$ cat src/common/ccb_pkg.sv
// Shared encodings for the cache block control operation logic.
// Assumes one processor clock domain and 32-byte coherency blocks.
package ccb_pkg;
	// Low address bits that select a byte inside a cache block
	localparam int BLK_OFS = 5;
	// Bit positions inside the storage_attribute_bits field (W I M G)
	localparam int ATR_W = 3;
	localparam int ATR_I = 2;
	localparam int ATR_M = 1;
	localparam int ATR_G = 0;
	localparam int ATR_WIDTH = 4;
	typedef enum logic [2:0] {
		OP_TST, OP_BZ, OP_BA, OP_BST, OP_BF, OP_BI, OP_IBI
	} ccb_op_t;
	typedef enum logic [2:0] {
		CS_INV, CS_SHR, CS_EXC, CS_MOD, CS_REC
	} ccb_cst_t;
	typedef enum logic [2:0] {
		BC_RWITM, BC_RCLAIM, BC_KILL, BC_CLEAN, BC_FLUSH, BC_WRBACK, BC_ICBI
	} ccb_bcmd_t;
	typedef enum logic {
		FS_IDLE, FS_BUS
	} ccb_fsm_t;
endpackage

$ cat src/common/ccb_trk_if.sv
// Link between the operation sequencer and the touch-for-store fill tracker.
// Both ends sit on core_clk.
`timescale 1ns/1ns
interface ccb_trk_if #(parameter int AW = 32);
	logic set;
	logic clr;
	logic [AW-1:0] set_addr;
	logic [AW-1:0] st_addr;
	logic busy;
	logic [AW-1:0] addr;
	logic hit;
	modport seq (output set, output clr, output set_addr, output st_addr,
		input busy, input addr, input hit);
	modport trk (input set, input clr, input set_addr, input st_addr,
		output busy, output addr, output hit);
endinterface

$ cat src/verilog/ccb_ctrl.sv
// Sequencer for data and instruction cache block control operations.
// Assumes lookup results and translation faults arrive with the request.
`timescale 1ns/1ns
// Overview of operation
// - Touch-for-store to a write-through address does nothing.
// - Touch-for-store hitting L1 leaves the block state alone.
// - Touch-for-store L1 miss, L2 hit copies block with L2 state.
// - Touch-for-store total miss fetches RWITM or read-claim, filled block exclusive.
// - Stores to a block with a pending touch fill stall until reload.
// - Block-zero is translated and protection-checked like a store.
// - Block-zero builds zeros; non-coherent pages write them at once.
// - Coherent block-zero hitting modified or exclusive writes at once, no bus.
// - Coherent block-zero hitting shared, recent or missing runs kill first.
// - Zeroed block becomes modified; L2 state untouched.
// - Block-zero disabled, locked, inhibited or write-through: alignment; protection: storage fault.
// - Block-store modified hit writes back, becomes exclusive; other hit or coherent miss clean broadcast; non-coherent miss nothing.
// - Coherent block-store broadcasts; disabled caches stay untouched.
// - Block-flush writes back modified then invalidates; others invalidate; non-coherent miss nothing.
// - Coherent block-flush broadcasts flush unless a modified hit writes back instead; disabled caches stay untouched.
// - Block-allocate acts as block-zero but no-ops wherever that would fault.
// - Block-invalidate checked as store, invalidates any hit, supervisor only.
// - Coherent block-invalidate broadcasts kill; disabled caches stay untouched.
// - Instruction invalidate translated as data, broadcast with its coherency attribute.
// - Instruction invalidate snoops checked when global, own ones whatever the global signal.
// - Instruction invalidate acts even if disabled or locked; L2 untouched.
module ccb_ctrl import ccb_pkg::*; #(
	parameter int AW = 32
) (
	// Clock and reset
	input wire logic core_clk,
	input wire logic srst,
	// Operation request from the load/store pipeline
	input wire logic req_valid,
	output logic req_ready,
	input wire ccb_op_t req_op,
	input wire logic [AW-1:0] req_addr,
	input wire logic [ATR_WIDTH-1:0] storage_attribute_bits,
	input wire logic req_ld_fault,
	input wire logic req_st_fault,
	input wire logic req_data_breakpoint_reg_match,
	input wire logic problem_state_bit,
	// Lookup results for the request address
	input wire logic l1_hit,
	input wire ccb_cst_t l1_state,
	input wire logic l2_hit,
	input wire ccb_cst_t l2_state,
	// Cache configuration
	input wire logic dc_enable,
	input wire logic dc_lock,
	input wire logic l2_enable,
	input wire logic bus_alt_mode,
	// Completion and exceptions
	output logic op_done,
	output logic op_busy,
	output logic exc_align,
	output logic exc_dsi,
	output logic exc_priv,
	// Data cache update
	output logic l1_wr_valid,
	output logic [AW-1:0] l1_wr_addr,
	output ccb_cst_t l1_wr_state,
	output logic l1_wr_zero,
	output logic l1_from_l2,
	// System bus
	output logic bus_req,
	output ccb_bcmd_t bus_cmd,
	output logic [AW-1:0] bus_addr,
	output logic bus_global,
	input wire logic bus_ack,
	input wire logic fill_done,
	// Snooped transactions
	input wire logic snp_valid,
	input wire ccb_bcmd_t snp_cmd,
	input wire logic [AW-1:0] snp_addr,
	input wire logic global_attr_signal,
	input wire logic snp_own,
	// Instruction cache invalidate
	output logic ic_inv_valid,
	output logic [AW-1:0] ic_inv_addr,
	// Committed store queue probe
	input wire logic st_valid,
	input wire logic [AW-1:0] st_addr,
	output logic store_stall
);
	typedef struct packed {
		ccb_fsm_t fsm;
		logic upd_pend;
		ccb_cst_t upd_state;
		logic upd_zero;
		logic done;
		logic ex_al;
		logic ex_dsi;
		logic ex_prv;
		logic l1_v;
		logic [AW-1:0] l1_addr;
		ccb_cst_t l1_st;
		logic l1_z;
		logic l2f;
		ccb_bcmd_t cmd;
		logic [AW-1:0] addr;
		logic glob;
		logic ic_v;
		logic [AW-1:0] ic_addr;
	} ccb_state_t;
	ccb_state_t q;
	ccb_state_t d;

	ccb_trk_if #(.AW(AW)) trk ();

	ccb_fill_trk #(.AW(AW)) ccb_fill_trk_i (
		.core_clk(core_clk),
		.srst(srst),
		.trk(trk)
	);

	logic take;
	logic fill_ret;
	logic hit_en;
	logic coh;
	logic zero_bad;
	assign fill_ret = fill_done && trk.busy;
	assign req_ready = (q.fsm == FS_IDLE) && !fill_ret &&
		!(req_op == OP_TST && trk.busy);
	assign take = req_valid && req_ready;
	// Disabled data cache is never touched, so a hit counts only when enabled
	assign hit_en = l1_hit && dc_enable;
	assign coh = storage_attribute_bits[ATR_M];
	assign zero_bad = !dc_enable || dc_lock || storage_attribute_bits[ATR_I] ||
		storage_attribute_bits[ATR_W];

	always_comb begin
		logic go_bus;
		logic fin;
		logic upd;
		ccb_cst_t ust;
		logic uz;
		ccb_bcmd_t cmd;
		go_bus = 1'h0;
		fin = 1'h0;
		upd = 1'h0;
		ust = CS_INV;
		uz = 1'h0;
		cmd = BC_KILL;
		d = q;
		d.done = 1'h0;
		d.ex_al = 1'h0;
		d.ex_dsi = 1'h0;
		d.ex_prv = 1'h0;
		d.l1_v = 1'h0;
		d.l1_z = 1'h0;
		d.l2f = 1'h0;
		// own broadcasts count whatever the global signal
		// no enable, lock or L2 term gates this
		d.ic_v = snp_valid && snp_cmd == BC_ICBI && (global_attr_signal || snp_own);
		d.ic_addr = snp_addr;
		trk.set = 1'h0;
		trk.set_addr = req_addr;
		trk.clr = fill_ret;
		if (fill_ret) begin
			d.l1_v = 1'h1;
			d.l1_addr = trk.addr;
			d.l1_st = CS_EXC;
		end else if (take) begin
			unique case (req_op)
				OP_TST: begin
					if (storage_attribute_bits[ATR_W] || storage_attribute_bits[ATR_I] ||
						req_ld_fault || !dc_enable || dc_lock) begin
						fin = 1'h1;
					end else if (l1_hit) begin
						fin = 1'h1;
					end else if (l2_hit && l2_enable) begin
						fin = 1'h1;
						upd = 1'h1;
						ust = l2_state;
						d.l2f = 1'h1;
					end else begin
						go_bus = 1'h1;
						cmd = bus_alt_mode ? BC_RCLAIM : BC_RWITM;
						// fill kept apart from store merging
						trk.set = 1'h1;
					end
				end
				OP_BZ, OP_BA: begin
					if (zero_bad || req_st_fault || req_data_breakpoint_reg_match) begin
						fin = 1'h1;
						if (req_op == OP_BZ) begin
							d.ex_al = zero_bad;
							d.ex_dsi = !zero_bad;
						end
					end else begin
						upd = 1'h1;
						uz = 1'h1;
						ust = CS_MOD;
						if (!coh || (hit_en && (l1_state == CS_MOD || l1_state == CS_EXC))) begin
							fin = 1'h1;
						end else begin
							go_bus = 1'h1;
							cmd = BC_KILL;
						end
					end
				end
				OP_BST: begin
					if (req_ld_fault) begin
						fin = 1'h1;
						d.ex_dsi = 1'h1;
					end else if (hit_en && l1_state == CS_MOD) begin
						go_bus = 1'h1;
						cmd = BC_WRBACK;
						upd = 1'h1;
						ust = CS_EXC;
					end else if (hit_en || coh) begin
						go_bus = 1'h1;
						cmd = BC_CLEAN;
					end else begin
						fin = 1'h1;
					end
				end
				OP_BF: begin
					if (req_ld_fault) begin
						fin = 1'h1;
						d.ex_dsi = 1'h1;
					end else begin
						upd = hit_en;
						ust = CS_INV;
						if (hit_en && l1_state == CS_MOD) begin
							go_bus = 1'h1;
							cmd = BC_WRBACK;
						end else if (coh) begin
							go_bus = 1'h1;
							cmd = BC_FLUSH;
						end else begin
							fin = 1'h1;
						end
					end
				end
				OP_BI: begin
					if (problem_state_bit) begin
						fin = 1'h1;
						d.ex_prv = 1'h1;
					end else if (req_st_fault) begin
						fin = 1'h1;
						d.ex_dsi = 1'h1;
					end else begin
						upd = hit_en;
						ust = CS_INV;
						if (coh) begin
							go_bus = 1'h1;
							cmd = BC_KILL;
						end else begin
							fin = 1'h1;
						end
					end
				end
				OP_IBI: begin
					if (req_ld_fault) begin
						fin = 1'h1;
						d.ex_dsi = 1'h1;
					end else begin
						go_bus = 1'h1;
						cmd = BC_ICBI;
					end
				end
				default: begin
					fin = 1'h1;
				end
			endcase
			d.addr = req_addr;
			d.glob = coh;
			if (go_bus) begin
				d.fsm = FS_BUS;
				d.cmd = cmd;
				d.upd_pend = upd;
				d.upd_state = ust;
				d.upd_zero = uz;
			end else begin
				d.done = fin;
				d.l1_v = upd;
				d.l1_addr = req_addr;
				d.l1_st = ust;
				d.l1_z = uz;
			end
		end else if (q.fsm == FS_BUS && bus_ack) begin
			d.fsm = FS_IDLE;
			d.done = 1'h1;
			d.l1_v = q.upd_pend;
			d.l1_addr = q.addr;
			d.l1_st = q.upd_state;
			d.l1_z = q.upd_zero;
			d.upd_pend = 1'h0;
		end
	end

	always_ff @(posedge core_clk) begin
		if (srst) begin
			q <= '0;
		end else begin
			q <= d;
		end
	end

	assign trk.st_addr = st_addr;
	assign store_stall = st_valid && trk.hit;
	assign op_busy = q.fsm == FS_BUS;
	assign op_done = q.done;
	assign exc_align = q.ex_al;
	assign exc_dsi = q.ex_dsi;
	assign exc_priv = q.ex_prv;
	assign l1_wr_valid = q.l1_v;
	assign l1_wr_addr = q.l1_addr;
	assign l1_wr_state = q.l1_st;
	assign l1_wr_zero = q.l1_z;
	assign l1_from_l2 = q.l2f;
	assign bus_req = q.fsm == FS_BUS;
	assign bus_cmd = q.cmd;
	assign bus_addr = q.addr;
	assign bus_global = q.glob;
	assign ic_inv_valid = q.ic_v;
	assign ic_inv_addr = q.ic_addr;
endmodule

$ cat src/verilog/ccb_fill_trk.sv
// Tracker for the one outstanding touch-for-store fill.
// Assumes set and clr come from the sequencer on core_clk.
`timescale 1ns/1ns
module ccb_fill_trk import ccb_pkg::*; #(
	parameter int AW = 32
) (
	// Clock and reset
	input wire logic core_clk,
	input wire logic srst,
	// Sequencer link
	ccb_trk_if.trk trk
);
	typedef struct packed {
		logic pend;
		logic [AW-1:0] addr;
	} ccb_trk_state_t;
	ccb_trk_state_t trk_q;
	ccb_trk_state_t trk_d;

	always_comb begin
		trk_d = trk_q;
		if (trk.clr) begin
			trk_d.pend = 1'h0;
		end
		// A new fill wins over the retiring one
		if (trk.set) begin
			trk_d.pend = 1'h1;
			trk_d.addr = trk.set_addr;
		end
	end

	always_ff @(posedge core_clk) begin
		if (srst) begin
			trk_q <= '0;
		end else begin
			trk_q <= trk_d;
		end
	end

	assign trk.busy = trk_q.pend;
	assign trk.addr = trk_q.addr;
	assign trk.hit = trk_q.pend &&
		(trk.st_addr[AW-1:BLK_OFS] == trk_q.addr[AW-1:BLK_OFS]);
endmodule

$ cat config.mk
export PLATFORM = sky130hd
export DESIGN_NAME = ccb_ctrl
export DESIGN_NICKNAME = d
export VERILOG_FILES = /design/src/common/ccb_pkg.sv /design/src/common/ccb_trk_if.sv /design/src/verilog/ccb_ctrl.sv /design/src/verilog/ccb_fill_trk.sv
export SDC_FILE = /design/constraint.sdc
export NUM_CORES = 1
export LEC_CHECK = 0
export ABC_AREA = 1
export BUFFER_PORTS_ARGS = -buffer_cell sky130_fd_sc_hd__buf_2
export CELL_PAD_IN_SITES_DETAIL_PLACEMENT = 1
export CELL_PAD_IN_SITES_GLOBAL_PLACEMENT = 1
export CORE_MARGIN = 1.5
export CORE_UTILIZATION = 35
export CTS_CLUSTER_SIZE = 25
export DETAILED_ROUTE_END_ITERATION = 7
export HOLD_SLACK_MARGIN = 0.02
export PLACE_DENSITY_LB_ADDON = 0.1
export SKIP_CTS_REPAIR_TIMING = 1
export SYNTH_ARGS = -nofsm -noshare
export SYNTH_HDL_FRONTEND = slang
export SYNTH_SLANG_ARGS = --single-unit
export TNS_END_PERCENT = 10
$ cat constraint.sdc
create_clock -name core_clk -period 1.9 [get_ports core_clk]
set_clock_uncertainty 0.05 [all_clocks]
set_input_delay 0.19 -clock core_clk [delete_from_list [all_inputs] [get_ports core_clk]]
set_output_delay 0.19 -clock core_clk [all_outputs]
set_load 0.01 [all_outputs]
======== Word level (Yosys, flattened, before mapping) ========
Index checks and enable logic that the tools add are counted.
storage, ports and cells
  output and inout port bits .............. 115
  register bits after elaboration ......... 150
  word-level logic and storage cells ...... 172
  bits of input ports ..................... 131
cells by class
  multiplexer cells ....................... 82
  equality and inequality tests ........... 13
  bitwise gates (word level) .............. 8
  reduce and logical (&&, ||, !) cells .... 48
operators by type and width
  kind                number
  $mux 37             3
  $mux 1              53
  $mux 36             1
  $mux 33             1
  $eq 27x27->1        1
  $mux 3              9
  $mux 2              8
  $logic_and 1x1->1   14
  $logic_or 1x1->1    13
  $eq 3x2->1 const B  4
  $eq 3x3->1 const B  4
  $pmux 1 s6          2
  $pmux 3 s4          1
  $pmux 3 s3          1
  $not 1->1           8
  $reduce_or 4->1     2
  $mux 6              1
  $reduce_and 2->1    3
  $reduce_and 3->1    2
  $reduce_or 3->1     2
  $reduce_or 6->1     1
  $logic_not 1->1     5
  $pmux 1 s5          1
  $reduce_bool 2->1   2
  other kinds (8)     9

======== Depth between registers and ports, before layout ========
  depth in word-level cells ............... 13
  gate-level depth with buffers ........... 14
  gate-level depth less buffers ........... 12

======== By module ========
From an unflattened synthesis, not the netlist that was laid out.
unflattened totals
  cell total of the unflattened synthesis .. 1218
  area total of the unflattened synthesis .. 7975.1 um2
by module, submodules not included
  module        cells each  instances  area each (um2)  sequential area each (um2)
  ccb_ctrl      948         1          6162.2           2342.2
  ccb_fill_trk  270         1          1813.0           660.6

======== Least setup slack after synthesis ========
OpenSTA, ideal clock, no wires.
  path kind ............................... reg-to-reg
  start ................................... reg ccb_fill_trk_i.trk_q (netlist bit ccb_fill_trk_i.trk.busy)
  end ..................................... reg q (netlist bit l1_wr_addr[18])
  data required time ...................... 1.738 ns
  arrival time ............................ 1.413 ns
  period minus slack after synthesis ...... 1.575 ns
  buffers on the path ..................... 1
  stages on the path, launching flop included .. 12
  library setup time ...................... 0.112 ns
  path slack .............................. 0.325 ns
  cell sequence ........................... dfxtp_1 > nand2_2 > inv_2 > nor2_1 > nand2_2 > inv_2 > nand2_2 > nand3_1 > buf_2 > nand3_1 > nor2_1 > nor2_1
between the ends
  longest elaborated chain between the ends .. 7
  elaborated cells between the ends (all ways) .. 12
  classes of those cells .................. 1 x eq/ne; 2 x mux; 9 x reduce/logical
ends and longest elaborated chain
  what                                                   line                RTL
  from (decl)                                            ccb_fill_trk.sv:17  ccb_trk_state_t trk_q;
  from (signal assigned)                                 ccb_fill_trk.sv:36  trk_q <= trk_d;
  $logic_and 1x1->1                                      ccb_ctrl.sv:121     assign fill_ret = fill_done && trk.busy;
  $logic_not 1->1                                        ccb_ctrl.sv:122     assign req_ready = (q.fsm == FS_IDLE) && !fill_ret &&
  $logic_and 1x1->1                                      ccb_ctrl.sv:122
  $logic_and 1x1->1 *                                    ccb_ctrl.sv:122
  via req_ready                                          ccb_ctrl.sv:34      output logic req_ready,
  $logic_and 1x1->1 *                                    ccb_ctrl.sv:124     assign take = req_valid && req_ready;
  $ne 3x3->1 (no line), or another cell as far along     --
  $reduce_and 2->1 (no line) or $mux 36 (tied branches)  --
  to (signal assigned)                                   ccb_ctrl.sv:295     q <= '0;
  to (signal assigned)                                   ccb_ctrl.sv:297     q <= d;
  to (decl)                                              ccb_ctrl.sv:105     ccb_state_t q;
Mark *: on every way through the listed nets, which the timed path passes. The rest lies on a longest branch.
A chain may end at the register's enable or synchronous reset.

======== Final worst setup path ========
  start ................................... reg ccb_fill_trk_i.trk_q (netlist bit ccb_fill_trk_i.trk.addr[18])
  end ..................................... out store_stall
between the ends
  longest elaborated chain between the ends .. 3
ends and longest elaborated chain
  what               line                RTL
  $eq 27x27->1       ccb_fill_trk.sv:43  (trk.st_addr[AW-1:BLK_OFS] == trk_q.addr[AW-1:BLK_OFS]);
  $logic_and 1x1->1  ccb_fill_trk.sv:42  assign trk.hit = trk_q.pend &&
  $logic_and 1x1->1  ccb_ctrl.sv:302     assign store_stall = st_valid && trk.hit;
  to (decl)          ccb_ctrl.sv:83      output logic store_stall
No other way between the ends.

==> flow_metrics.env <==
export IMPL_postSynthNetCount=1208
export IMPL_initial_core_util=0.356
export IMPL_switchingPower_mw=2.19
export IMPL_min_to="bus_addr[31]$_SDFFE_PP0P_"
export IMPL_dieArea_sq_um=22200
export IMPL_core_rowCount=53
export IMPL_dp_hpwl_microns=17100
export IMPL_worstMarginPinSlew_ns=0.493
export IMPL_status="finished, violations left"
export IMPL_grt_setup_unrepaired="true"
export IMPL_wire_per_inst_microns=15.5
export IMPL_hold_viol=1
export IMPL_timing_final_max_slew_violations=0
export IMPL_antenna_found_initial=5
export IMPL_period_share=1.00
export IMPL_p_clk_frac=0.439
export IMPL_die_w_microns=149
export IMPL_power_internal_mw=5.79
export IMPL_hp_class="input pin to flop"
export IMPL_ys_flop_type="dfxtp_1"
export IMPL_timing_max_cap_violations=0
export IMPL_drive_gt1_frac=0.262
export IMPL_grt_use_total=0.218
export IMPL_slew_headroom=0.671
export IMPL_min_from="req_addr[31]"
export IMPL_syn_area_sq_um=7460
export IMPL_coreArea_sq_um=21000
export IMPL_vias_per_cell=4.55
export IMPL_routed_wl_microns=24100
export IMPL_fin_crit_ns=1.91
export IMPL_drtPass1Iterations=5
export IMPL_r2r_end="l1_wr_addr[26]$_SDFFE_PP0P_"
export IMPL_ant_nets=0
export IMPL_grt_pass1_wl_microns=37300
export IMPL_worst_hold_slack_ns=-0.00199
export IMPL_seqCellArea_sq_um=3010
export IMPL_start_kind="flop"
export IMPL_reg2reg_from="ccb_fill_trk_i.trk.busy$_SDFFE_PP0P_"
export IMPL_startpoint="ccb_fill_trk_i.trk.addr[18]$_SDFFE_PP0P_"
export IMPL_power_frac_seq=0.422
export IMPL_route_detailed_drc=0
export IMPL_setup_viol=1
export IMPL_layout_commonest_cell="buf_2"
export IMPL_critical_path_arrival_ns=1.67
export IMPL_layout_common_cells="238 x buf_2, 213 x nand2_1, 148 x dfxtp_1"
export IMPL_yosysSeqAreaShare=0.403
export IMPL_first_global_vias=7129
export IMPL_layout_cells_non_filler=1554
export IMPL_cts_sinks=150
export IMPL_synth_edf_count=0
export IMPL_r2r_setup_slack_ns=0.17
export IMPL_io_pins=246
export IMPL_cp_end_kind="output port"
export IMPL_h_tree_depth=4
export IMPL_swShare=0.274
export IMPL_overflow=0
export IMPL_cts_tree="built"
export IMPL_worstSetupPathType="flop to output port"
export IMPL_report_power_total_mw=7.98
export IMPL_cts_buffers=17
export IMPL_port_buffers=239
export IMPL_dr_first_iter_drc_count=278
export IMPL_grt_max_degree=103
export IMPL_cp_max_fo=4
export IMPL_synth_cell_types=37
export IMPL_multi_input_area_sq_um=2830
export IMPL_nNetsFinal=1392
export IMPL_synth_avg_cell_area_sq_um=6.92
export IMPL_r2r_cells=10
export IMPL_max_vdd_ir_drop_mv=0.582
export IMPL_synth_ff_latch_count=150
export IMPL_p_leak_nw=4.67
export IMPL_ys_async_sr_fraction=0
export IMPL_clockBufferDepth=2
export IMPL_whs_path_depth=3
export IMPL_violations="negative hold slack, negative setup slack"
export IMPL_p_comb_frac=0.139
export IMPL_clk_latency_ns=0.43
export IMPL_critPathRequiredTime_ns=1.66
export IMPL_numPlacedInstances=1471
export IMPL_yosysWarnings=0
export IMPL_clkTransAtPathRegs_ns=0.07
export IMPL_die_h_microns=149
export IMPL_postSynthCellCount=1077
export IMPL_root_buffer="clkbuf_16"
export IMPL_max_freq_mhz=524
export IMPL_syn_to_final_growth_pct=26.3
export IMPL_fillers=2763
export IMPL_power_density_nw_per_um2=847
export IMPL_worst_slack_ns=-0.00876
export IMPL_place_gp_congestion=0.813
export IMPL_vias=7076
## metrics by stage
stage | setup TNS [ns] | utilization | area, sq um | setup slack, ns
global placement | 0 | 0.397 | 8320 | 0.0183
finish | -0.00876 | 0.449 | 9420 | -0.00876
CTS | -0.147 | 0.426 | 8930 | -0.147
global route | -0.159 | 0.449 | 9410 | -0.159
floorplan | 0 | - | 7460 | 0.325
detailed placement | -0.703 | 0.397 | 8320 | -0.0619
## flip-flops by register name, summed over array words and instances, names as in the netlist
register and flops:
l1_wr_addr 32, q 5, bus_req 1, ccb_fill_trk_i.trk.addr 32, bus_addr 32, l1_wr_zero 1
l1_wr_state 3, ccb_fill_trk_i.trk.busy 1, ic_inv_addr 32, exc_align 1, exc_priv 1, l1_from_l2 1
bus_cmd 3, op_done 1, ic_inv_valid 1, exc_dsi 1, bus_global 1, l1_wr_valid 1
## cell usage after synthesis (2+ instances only)
| library cell | count | area (sq um) |
|---|---|---|
| o21ai_0 | 42 | 210 |
| xor2_1 | 3 | 26.3 |
| nor2_1 | 138 | 518 |
| nor4_1 | 4 | 25.0 |
| nor3_1 | 14 | 70.1 |
| nand3_1 | 43 | 215 |
| o2111ai_1 | 2 | 17.5 |
| inv_1 | 150 | 563 |
| dfxtp_1 | 150 | 3000 |
| a21oi_1 | 107 | 536 |
| buf_1 | 2 | 7.51 |
| nand2_4 | 3 | 33.8 |
| nand2_2 | 4 | 25.0 |
| a22o_1 | 4 | 35.0 |
| nand3_2 | 2 | 20.0 |
| nor2_2 | 5 | 31.3 |
| buf_2 | 12 | 60.1 |
| inv_2 | 6 | 22.5 |
| o211ai_1 | 2 | 15.0 |
| clkbuf_1 | 22 | 82.6 |
| nand2_1 | 213 | 800 |
| buf_6 | 7 | 78.8 |
| a211oi_1 | 14 | 105 |
| buf_4 | 108 | 811 |
| nand4_1 | 2 | 12.5 |
| o22ai_1 | 7 | 43.8 |
## worst max path at each step
stage / end / slack, ns / depth (start not counted)
finish: store_stall / -0.009 / 5
global route: store_stall / -0.16 / 5
CTS: store_stall / -0.15 / 8
detailed placement: l1_wr_addr[30]$_SDFFE_PP0P_ / -0.06 / 12
global placement: l1_wr_addr[9]$_SDFFE_PP0P_ / 0.02 / 13
floorplan: l1_wr_addr[18]$_SDFFE_PP0P_ / 0.33 / 11
## logic make-up after synthesis
kind of cell              synth area share
AOI/OAI and AO/OA                    0.136
xor gates and xnor gates           0.00470
buffers and inverters                0.219
DFF                                  0.403
and+or+nand+nor                      0.237
## layer usage
layer	vias to the layer above	track usage	wire (microns)
li1	3625	-	-
met1	3272	0.272	11100
met2	158	0.370	11400
met3	19	0.0547	1340
met4	2	0.0609	291
met5	-	0	7
## power groups by stage
stage	registers (mW)	logic [mW]	clock network, mW
6_report	3.37	1.11	3.50
2_1_floorplan	3.42	0.737	0
5_1_grt	3.38	1.24	3.73
4_1_cts	3.37	1.05	3.60
3_3_place_gp	3.43	1.02	0
3_5_place_dp	3.44	1.04	0
## cell type report
cell class                 instances  share of cell area
tap                              275              0.0365
sequential                       150               0.319
antenna                            5             0.00133
inverter                         157              0.0626
clock buffer                      19              0.0470
clock inverter                    13              0.0174
timing repair buffer             317               0.215
multi-input combinational        618               0.301
## worst max-delay path, stage by stage, from the launching register on
cell and delay (ns):
dfxtp_1 0.42, o21ai_0 0.13, nor4_1 0.33, nand3_1 0.12, nor2_1 0.09, buf_2 0.16
No activity file was read; power rests on OpenSTA's default activity.
